===== config.mk =====
export PLATFORM = sky130hd
export DESIGN_NAME = ffds_sequencer
export DESIGN_NICKNAME = d
export VERILOG_FILES = /design/src/include/ffds_pkg.sv /design/src/logic/ffds_dither.sv /design/src/logic/ffds_sequencer.sv
export VERILOG_INCLUDE_DIRS = /design/src /design/src/include
export SDC_FILE = /design/constraint.sdc
export NUM_CORES = 1
export LEC_CHECK = 0
export BUFFER_PORTS_ARGS = -buffer_cell sky130_fd_sc_hd__clkbuf_2
export CAP_MARGIN = 20
export CORE_MARGIN = 3
export CORE_UTILIZATION = 55
export CTS_CLUSTER_SIZE = 40
export DETAILED_ROUTE_END_ITERATION = 12
export GPL_ROUTABILITY_DRIVEN = 0
export PLACE_DENSITY_LB_ADDON = 0.25
export SKIP_CTS_REPAIR_TIMING = 1
export SYNTH_ARGS = -nofsm -noshare
export SYNTH_HDL_FRONTEND = slang
export SYNTH_SLANG_ARGS = --single-unit

===== constraint.sdc =====
create_clock -name clock -period 7.1 [get_ports clock]
set_input_delay 1.065 -clock clock [delete_from_list [all_inputs] [get_ports clock]]
set_output_delay 1.065 -clock clock [all_outputs]
set_load 0.005 [all_outputs]

===== src/include/ffds_map.svh =====
// Constants for the flyback fault and dither sequencer: codes, counts and reference steps.
// Assumes one 25 MHz clock; all analog levels arrive as comparator flags.
// Notes on behaviour
// RULE1: End each on-time when sensed current reaches the peak limit, every cycle.
// RULE2: First over-current level on three consecutive cycles starts fault shutdown and retry.
// RULE3: Second over-current level stops switching at once, no qualification.
// RULE4: Supply clamp over-current is a fault that stops operation.
// RULE5: Over-temperature stops switching and drops to fault supply current.
// RULE6: Restart while still hot gives no switching and keeps the fault state.
// RULE7: Every thermal shutdown sends one short diagnostic pulse on the peak-set pin.
// RULE8: Dither repeats every twelve cycles as three groups of four.
// RULE9: Groups are centre/nominal, low frequency/high peak, high frequency/low peak.
// RULE10: In constant-current mode dither modulates only the peak setting.
// RULE11: Dither is off while the controller is in its light-load wait state.
// RULE12: Startup source runs reduced below one volt supply, higher current above.
// RULE13: Above turn-on threshold switching starts in voltage or current mode by load.
// RULE14: Voltage mode holds voltage below max current; current mode holds current.
// RULE15: Below turn-off threshold stop switching, source off, start supply current.
// RULE16: After a fault, fault current until turn-off threshold, then start current.
// RULE17: After stop, source on below recharge threshold until turn-on threshold.
// RULE18: A persistent fault cycles endlessly through stop, discharge, recharge, restart.
// RULE19: Never turn the switch on without a sensed zero-crossing event.
// RULE20: First three cycles after each start use one third of maximum peak.
// RULE21: Input under-voltage is a fault only after three consecutive cycles.
// RULE22: Consecutive-cycle counters sample once per cycle, clear on a clean cycle.
// RULE23: Dither group counter resets whenever switching restarts after a stop.
`ifndef FFDS_MAP_SVH
`define FFDS_MAP_SVH
`define FFDS_QUAL_CYCLES 2'h3
`define FFDS_SOFT_CYCLES 2'h3
`define FFDS_GROUP_LEN 2'h3
`define FFDS_GROUP_LAST 2'h2
`define FFDS_DIAG_NS 2000
`define FFDS_CLK_NS 40
`define FFDS_DIAG_CYC ((`FFDS_DIAG_NS + `FFDS_CLK_NS - 1) / `FFDS_CLK_NS)
`define FFDS_PK_FULL 8'hFF
`define FFDS_PK_THIRD 8'h55
`define FFDS_PK_STEP 8'h09
`define FFDS_FDEV_NONE 2'h0
`define FFDS_FDEV_DOWN 2'h1
`define FFDS_FDEV_UP 2'h2
`endif


===== src/include/ffds_pkg.sv =====
// Types shared by the sequencer and its dither stepper.
// Assumes ffds_map.svh constants are in scope of users.
package ffds_pkg;
  typedef enum logic [1:0] {FFDS_CENTRE, FFDS_LOW_F, FFDS_HIGH_F} ffds_group_e;
  typedef struct packed {
    logic [7:0] peak_ref;
    logic [1:0] freq_dev;
  } ffds_dither_s;
  typedef struct packed {
    logic ocp1;
    logic ocp2;
    logic clamp;
    logic hot;
    logic uvlo_in;
    logic ovp;
  } ffds_fault_s;
endpackage : ffds_pkg


===== src/logic/ffds_dither.sv =====
// Dither stepper: twelve-cycle pattern of three four-cycle groups.
// Assumes cycle_end pulses once per completed switching cycle.
`timescale 1ns/100ps
`include "ffds_map.svh"
module ffds_dither
(
  input wire logic clock,
  input wire logic rst,
  input wire logic restart,
  input wire logic cycle_end,
  input wire logic enable,
  input wire logic cc_mode,
  input wire logic [7:0] base_peak,
  output ffds_pkg::ffds_dither_s dout
);
  logic [1:0] in_group;
  ffds_pkg::ffds_group_e group;
  logic [7:0] peak_hi;
  logic [7:0] peak_lo;

  // Group advance every four cycles; restart returns to centre group
  always_ff @(posedge clock)
  begin
    if (rst || restart)
    begin
      in_group <= 2'h0; // [RULE23]
      group <= ffds_pkg::FFDS_CENTRE;
    end
    else if (cycle_end)
    begin
      in_group <= in_group + 2'h1;
      if (in_group == `FFDS_GROUP_LEN) // [RULE8]
        unique case (group)
          ffds_pkg::FFDS_CENTRE: group <= ffds_pkg::FFDS_LOW_F;
          ffds_pkg::FFDS_LOW_F: group <= ffds_pkg::FFDS_HIGH_F;
          ffds_pkg::FFDS_HIGH_F: group <= ffds_pkg::FFDS_CENTRE;
          default: group <= ffds_pkg::FFDS_CENTRE;
        endcase
    end
  end

  // Saturating steps so a full-scale base cannot wrap
  assign peak_hi = (base_peak > (`FFDS_PK_FULL - `FFDS_PK_STEP)) ? `FFDS_PK_FULL :
                   base_peak + `FFDS_PK_STEP;
  assign peak_lo = (base_peak < `FFDS_PK_STEP) ? 8'h00 : base_peak - `FFDS_PK_STEP;

  // Registered outputs; frequency held at centre in current mode
  always_ff @(posedge clock)
  begin
    if (rst)
      dout <= '0;
    else if (!enable || group == ffds_pkg::FFDS_CENTRE) // [RULE11] [RULE9]
      dout <= {base_peak, `FFDS_FDEV_NONE};
    else if (group == ffds_pkg::FFDS_LOW_F)
      dout <= {peak_hi, cc_mode ? `FFDS_FDEV_NONE : `FFDS_FDEV_DOWN}; // [RULE10]
    else
      dout <= {peak_lo, cc_mode ? `FFDS_FDEV_NONE : `FFDS_FDEV_UP}; // [RULE10]
  end
endmodule : ffds_dither


===== src/logic/ffds_sequencer.sv =====
// Flyback fault and dither sequencer: supply sequencing, fault qualifying, gate request.
// Assumes all comparator flags are asynchronous to clock and are synchronised here.
`timescale 1ns/100ps
`include "ffds_map.svh"
module ffds_sequencer
(
  input wire logic clock,
  input wire logic rst,
  input wire logic supply_above_1v,
  input wire logic supply_above_on,
  input wire logic supply_below_off,
  input wire logic supply_below_recharge,
  input wire logic peak_reached,
  input wire logic ocp1_level,
  input wire logic ocp2_level,
  input wire logic clamp_over,
  input wire logic over_temp,
  input wire logic input_uv,
  input wire logic output_ov,
  input wire logic zero_crossing_event,
  input wire logic period_elapsed,
  input wire logic cc_request,
  input wire logic light_wait,
  input wire logic [7:0] law_peak,
  output logic gate_on,
  output logic [7:0] peak_ref,
  output logic [1:0] freq_dev,
  output logic startup_src_on,
  output logic startup_src_high,
  output logic fault_current,
  output logic constant_current_mode,
  output logic diag_pulse
);
  typedef enum logic [2:0] {ST_CHARGE, ST_RUN, ST_FAULT, ST_IDLE} ffds_state_e;
  localparam int DIAG_CYC = `FFDS_DIAG_CYC;
  localparam int NIN = 14;

  // Two-flop synchronisers on every analog flag
  logic [NIN-1:0] raw;
  logic [NIN-1:0] meta;
  logic [NIN-1:0] sync;
  assign raw = {supply_above_1v, supply_above_on, supply_below_off, supply_below_recharge,
                peak_reached, ocp1_level, ocp2_level, clamp_over, over_temp, input_uv,
                output_ov, zero_crossing_event, period_elapsed, light_wait};
  always_ff @(posedge clock)
  begin
    meta <= raw;
    sync <= meta;
  end
  wire s_above_1v = sync[13];
  wire s_above_on = sync[12];
  wire s_below_off = sync[11];
  wire s_below_rech = sync[10];
  wire s_peak = sync[9];
  wire s_ocp1 = sync[8];
  wire s_ocp2 = sync[7];
  wire s_clamp = sync[6];
  wire s_hot = sync[5];
  wire s_uv = sync[4];
  wire s_ov = sync[3];
  wire s_zcd = sync[2];
  wire s_period = sync[1];
  wire s_wait = sync[0];

  ffds_state_e state;
  ffds_state_e next_state;
  logic zcd_seen;
  logic ocp1_hit;
  logic uv_hit;
  logic [1:0] ocp1_cnt;
  logic [1:0] uv_cnt;
  logic [1:0] soft_cnt;
  logic [7:0] diag_cnt;
  logic restart;
  logic cycle_end;
  logic fault_now;
  logic thermal_trip;
  logic soft_phase;
  logic [7:0] base_peak;
  ffds_pkg::ffds_dither_s dith;
  ffds_pkg::ffds_fault_s flt;

  // Cycle ends when the on-time is cut by the peak comparator
  assign cycle_end = gate_on && s_peak; // [RULE1]
  assign flt.ocp1 = cycle_end && (ocp1_hit || s_ocp1) && ocp1_cnt == 2'h2; // [RULE2]
  assign flt.ocp2 = s_ocp2; // [RULE3]
  assign flt.clamp = s_clamp; // [RULE4]
  assign flt.hot = s_hot; // [RULE5]
  assign flt.uvlo_in = cycle_end && (uv_hit || s_uv) && uv_cnt == 2'h2; // [RULE21]
  assign flt.ovp = s_ov;
  assign fault_now = (state == ST_RUN) && (|flt);
  assign thermal_trip = fault_now && flt.hot;
  assign restart = (state != ST_RUN) && (next_state == ST_RUN);
  assign soft_phase = soft_cnt != `FFDS_SOFT_CYCLES;

  // Supply-driven state transitions; faults fall back to the hiccup loop
  always_comb
  begin
    next_state = state;
    unique case (state)
      ST_CHARGE:
        if (s_above_on)
          next_state = s_hot ? ST_FAULT : ST_RUN; // [RULE13] [RULE6]
      ST_RUN:
        if (fault_now)
          next_state = ST_FAULT; // [RULE2] [RULE3] [RULE4] [RULE5]
        else if (s_below_off)
          next_state = ST_IDLE; // [RULE15]
      ST_FAULT:
        if (s_below_off)
          next_state = ST_IDLE; // [RULE16]
      ST_IDLE:
        if (s_below_rech)
          next_state = ST_CHARGE; // [RULE17] [RULE18]
    endcase
  end

  always_ff @(posedge clock)
  begin
    if (rst)
      state <= ST_CHARGE;
    else
      state <= next_state;
  end

  // Per-cycle latches; clearing on cycle end keeps the count honest per cycle
  always_ff @(posedge clock)
  begin
    if (rst || state != ST_RUN || cycle_end)
    begin
      ocp1_hit <= 1'b0;
      uv_hit <= 1'b0;
    end
    else
    begin
      ocp1_hit <= ocp1_hit || (gate_on && s_ocp1);
      uv_hit <= uv_hit || (gate_on && s_uv);
    end
  end

  // Consecutive-cycle counters, sampled once per cycle
  always_ff @(posedge clock)
  begin
    if (rst || state != ST_RUN)
    begin
      ocp1_cnt <= 2'h0;
      uv_cnt <= 2'h0;
    end
    else if (cycle_end)
    begin
      ocp1_cnt <= (ocp1_hit || s_ocp1) ? ocp1_cnt + 2'h1 : 2'h0; // [RULE22]
      uv_cnt <= (uv_hit || s_uv) ? uv_cnt + 2'h1 : 2'h0; // [RULE22]
    end
  end

  // Soft start: first three cycles after each start at one third peak
  always_ff @(posedge clock)
  begin
    if (rst || restart)
      soft_cnt <= 2'h0; // [RULE20]
    else if (cycle_end && soft_phase)
      soft_cnt <= soft_cnt + 2'h1;
  end

  // Valley gate: a zero crossing must be seen since the last on-time
  always_ff @(posedge clock)
  begin
    if (rst || gate_on || state != ST_RUN)
      zcd_seen <= 1'b0;
    else if (s_zcd)
      zcd_seen <= 1'b1; // [RULE19]
  end

  // Gate request: on after period and zero crossing, off at peak or any fault
  always_ff @(posedge clock)
  begin
    if (rst || state != ST_RUN || fault_now || next_state != ST_RUN)
      gate_on <= 1'b0; // [RULE3] [RULE15]
    else if (gate_on && s_peak)
      gate_on <= 1'b0; // [RULE1]
    else if (!gate_on && zcd_seen && s_period)
      gate_on <= 1'b1; // [RULE19]
  end

  // Mode flag follows the loop's request, only meaningful while running
  always_ff @(posedge clock)
  begin
    if (rst || state != ST_RUN)
      constant_current_mode <= 1'b0;
    else
      constant_current_mode <= cc_request; // [RULE14]
  end

  assign base_peak = soft_phase ? `FFDS_PK_THIRD : law_peak; // [RULE20]

  ffds_dither u_dither
  (
    .clock(clock),
    .rst(rst),
    .restart(restart),
    .cycle_end(cycle_end),
    .enable(!s_wait && !soft_phase),
    .cc_mode(constant_current_mode),
    .base_peak(base_peak),
    .dout(dith)
  );

  // Thermal diagnostic pulse, fixed length, one per shutdown
  always_ff @(posedge clock)
  begin
    if (rst)
      diag_cnt <= 8'h00;
    else if (thermal_trip)
      diag_cnt <= 8'(DIAG_CYC); // [RULE7]
    else if (diag_cnt != 8'h00)
      diag_cnt <= diag_cnt - 8'h01;
  end

  // Registered supply-side, peak reference, dither and diagnostic outputs
  always_ff @(posedge clock)
  begin
    if (rst)
    begin
      startup_src_on <= 1'b1;
      startup_src_high <= 1'b0;
      fault_current <= 1'b0;
      peak_ref <= 8'h00;
      freq_dev <= 2'h0;
      diag_pulse <= 1'b0;
    end
    else
    begin
      startup_src_on <= next_state == ST_CHARGE; // [RULE17] [RULE15]
      startup_src_high <= next_state == ST_CHARGE && s_above_1v; // [RULE12]
      fault_current <= next_state == ST_FAULT; // [RULE16] [RULE5]
      peak_ref <= dith.peak_ref;
      freq_dev <= dith.freq_dev;
      diag_pulse <= diag_cnt != 8'h00 || thermal_trip; // [RULE7]
    end
  end
endmodule : ffds_sequencer


==> results.md <==
* Final nets at 389
* Final setup viols at 0
* Final setup TNS at 0 ns
* DP Area at 0.00321 mm2
* Clock Path Buffers at 2
* Clk pin slew, worst setup/hold paths at around 0.07 ns
* Syn Area/Cell at 9.39 um2
* Max Clk Rate at 389 MHz
* Asr flop ratio synth at 0%
* Most frequent cells after synthesis: dfxtp_1, nor2_1, nand2_1
* Top cells by area, synth: dfxtp_1, a21oi_1, nor2b_1
* Root buffer cell: clkbuf_8
* Number of antenna violations at the first check in global routing at 0
* Worst hold slack at roughly 0.33 ns
* Ys flop type: dfxtp_1
* Worst vdd ir at 0.000216 V
* Setup WS post-layout at 4.53 ns
* Max Cap Viol at 0
* First-pass GRT wire length at 8910 um
* Vias in the first global route at 2106
* Io pins at 41
* Largest net degree at the start of global routing at 28
* DR vias/cell at 5.29
* Crit path buffers/inverters at 0
* Synthesized cell area at 0.00297 mm2
* Fin cells at 431
* N_diodes at 0
* Core area at 0.00517 mm2
* Sw frac at between 20% and 30%
* CTS tree: built
* Period utilization at 36.2%
* Post-Syn Instances at 316
* Slowest cell on the critical path: ha_1
* Total power at 960 uW
* # DRC at 0
* Setup Skew at ~0.0060 ns
* Synth top area share at 52.6%
* Fin. Hold Viols at 0
* PwrDens at 282 mW/mm2
* Placed Cells at 414
* H-tree Lvls at 3
* Normalized max-slew margin at 59.3%
* Cell area after layout at 0.00340 mm2
* Congestion Overflow GR at 0
* YS warnings at 0
* Layout cell share with drive strength beyond 1 at 17.7%
* Cts bufs inserted at 9
* Place WS at approximately 4.2 ns
* Clock Sinks at 78
* Iter 0 DRT Violations at 64
* Final core utilization at 65.8%
* Critical Path End Type: flip-flop
* Pint at 710 uW
* Reg power frac at 51.5%
* Routed wire length at 5260 um
* Hold crit path type: flip-flop to flip-flop
* Yosys reg bits at 78
* Final Max Tran Viols at 0
* Worst skew pair latency at 0.34 ns
* RSZ-0062 raised after global routing: no
* Clock share of power at roughly a third
* HPWL Detailed at 3850 um
* Die area at around 0.0063 mm2
* Tmin final at 2.57 ns
* Cell taking the most area after synthesis: dfxtp_1
* Data required, critical path at 7.34 ns
* Switch Pwr at between 200 and 300 uW
* Die Y at 79.5 um
* Critical Path Source Type: flip-flop
* Worst Path Max Fanout at 17
* Syn-to-layout area delta at 14.7%
* Routed vias at approximately 2300
* Tot GR Track Use at 18.2%
* Count leader, synth: dfxtp_1
* Slew at the pin with the worst max-slew slack at 0.607 ns
* Routed Antenna Nets at 0
* P_leak at ~1.4 nW
* Die width at 79.5 um
* CP max stage delay at 0.50 ns
* Status: finished clean
* Netlist cell types at 52
* Largest delay share family, worst path: compound AO/OA/AOI/OAI gates
* Num rows at 26
* Number of enable flip-flop cells after synthesis at 0
* Combinational power share at between 10% and 20%
* Crit path kind: flip-flop to flip-flop
* Mapped Nets at 349
* Initial cell density of the core at 57.4%
* Input/output buffers at 40
* Crit path DAT at between 2 and 3 ns
* Critical-path cell list: ha_1 -> nor2b_1 -> ha_1 -> nand3b_1 -> a211oi_1 -> a21oi_1 -> o21ai_0 -> a32o_1
* Sequential area share after synthesis at 52.6%
* First-pass DRT Iterations at 5
* Wire per inst at 12.2 um
* Crit-path most repeated cell: ha_1
==> placed cells by master, fill, tap and decap left out, drive strengths merged, types with 3 or more instances in the layout <==
master	instances
nand2	27
nor2b	17
a31oi	3
clkbuf	50
nand2b	6
nor2	28
clkinv	3
or3	4
nor3	21
ha	8
inv	11
mux2i	4
o21ai	14
dfxtp	78
nand3	6
clkinvlp	3
a21oi	24
xnor2	8
xor2	3
nor4	7
==> routing by layer <==
metal	global-route usage, %	vias to the layer above	part of all wire, %
li1	-	1188	-
met2	30.6	55	50
met5	0	-	0
met1	20.4	1024	44
met3	5.53	13	4.2
met4	9.79	0	1.8
==> worst register-to-register path, delay by kind of cell, from the launching register on <==
family | cells | cell delay, ns
flops | 1 | 0.35
fa+ha+maj | 2 | 0.74
simple gates | 2 | 0.54
compound gates | 4 | 0.83
==> state kept, by name (all words and copies together), names as in the netlist, 2 cells and up <==
name	cells
u_dither.in_group	2
uv_cnt	2
soft_cnt	2
ocp1_cnt	2
u_dither.dout	10
sync	14
peak_ref	8
meta	14
freq_dev	2
state	3
u_dither.group	2
diag_cnt	8
==> cells by family (layout without fill, tap and decap cells) <==
group	count (synthesis)	in the layout	synth area share [%]
AOI/OAI and AO/OA	64	64	14.0
buffers and inverters	24	69	3.16
DFF	78	78	52.6
muxes	5	5	1.85
adders and majority gates	8	8	3.37
and+or+nand+nor	126	126	21.8
xor gates and xnor gates	11	11	3.25
==> power by group through the flow <==
stage / registers [mW] / clock network (mW) / logic [mW]
final: 0.494 / 0.312 / 0.153
after global routing: 0.498 / 0.341 / 0.175
after CTS: 0.494 / 0.322 / 0.155
after detailed placement: 0.505 / 0 / 0.155
after global placement: 0.503 / 0 / 0.150
after floorplan: 0.499 / 0 / 0.123
==> path summary, 6_finish.rpt <==
check                    from          endpoint  slack, ns  cells past startpoint
setup reg to reg  soft_cnt[0]  u_dither.dout[7]       4.53                      8
setup / recovery  soft_cnt[0]  u_dither.dout[7]       4.53                      8
hold reg to reg       meta[3]           sync[3]       0.33                      0
hold / removal        meta[3]           sync[3]       0.33                      0
==> cell type report <==
cell class	instances	area (um2)
flip-flops and latches	78	1560
clock inverters	6	62.6
inverters	12	45.0
fillers	431	1770
clock buffers	10	128
multi-input cells	214	1310
well taps	70	87.6
repair buffers	41	208
(Power assumes the default switching activity.)
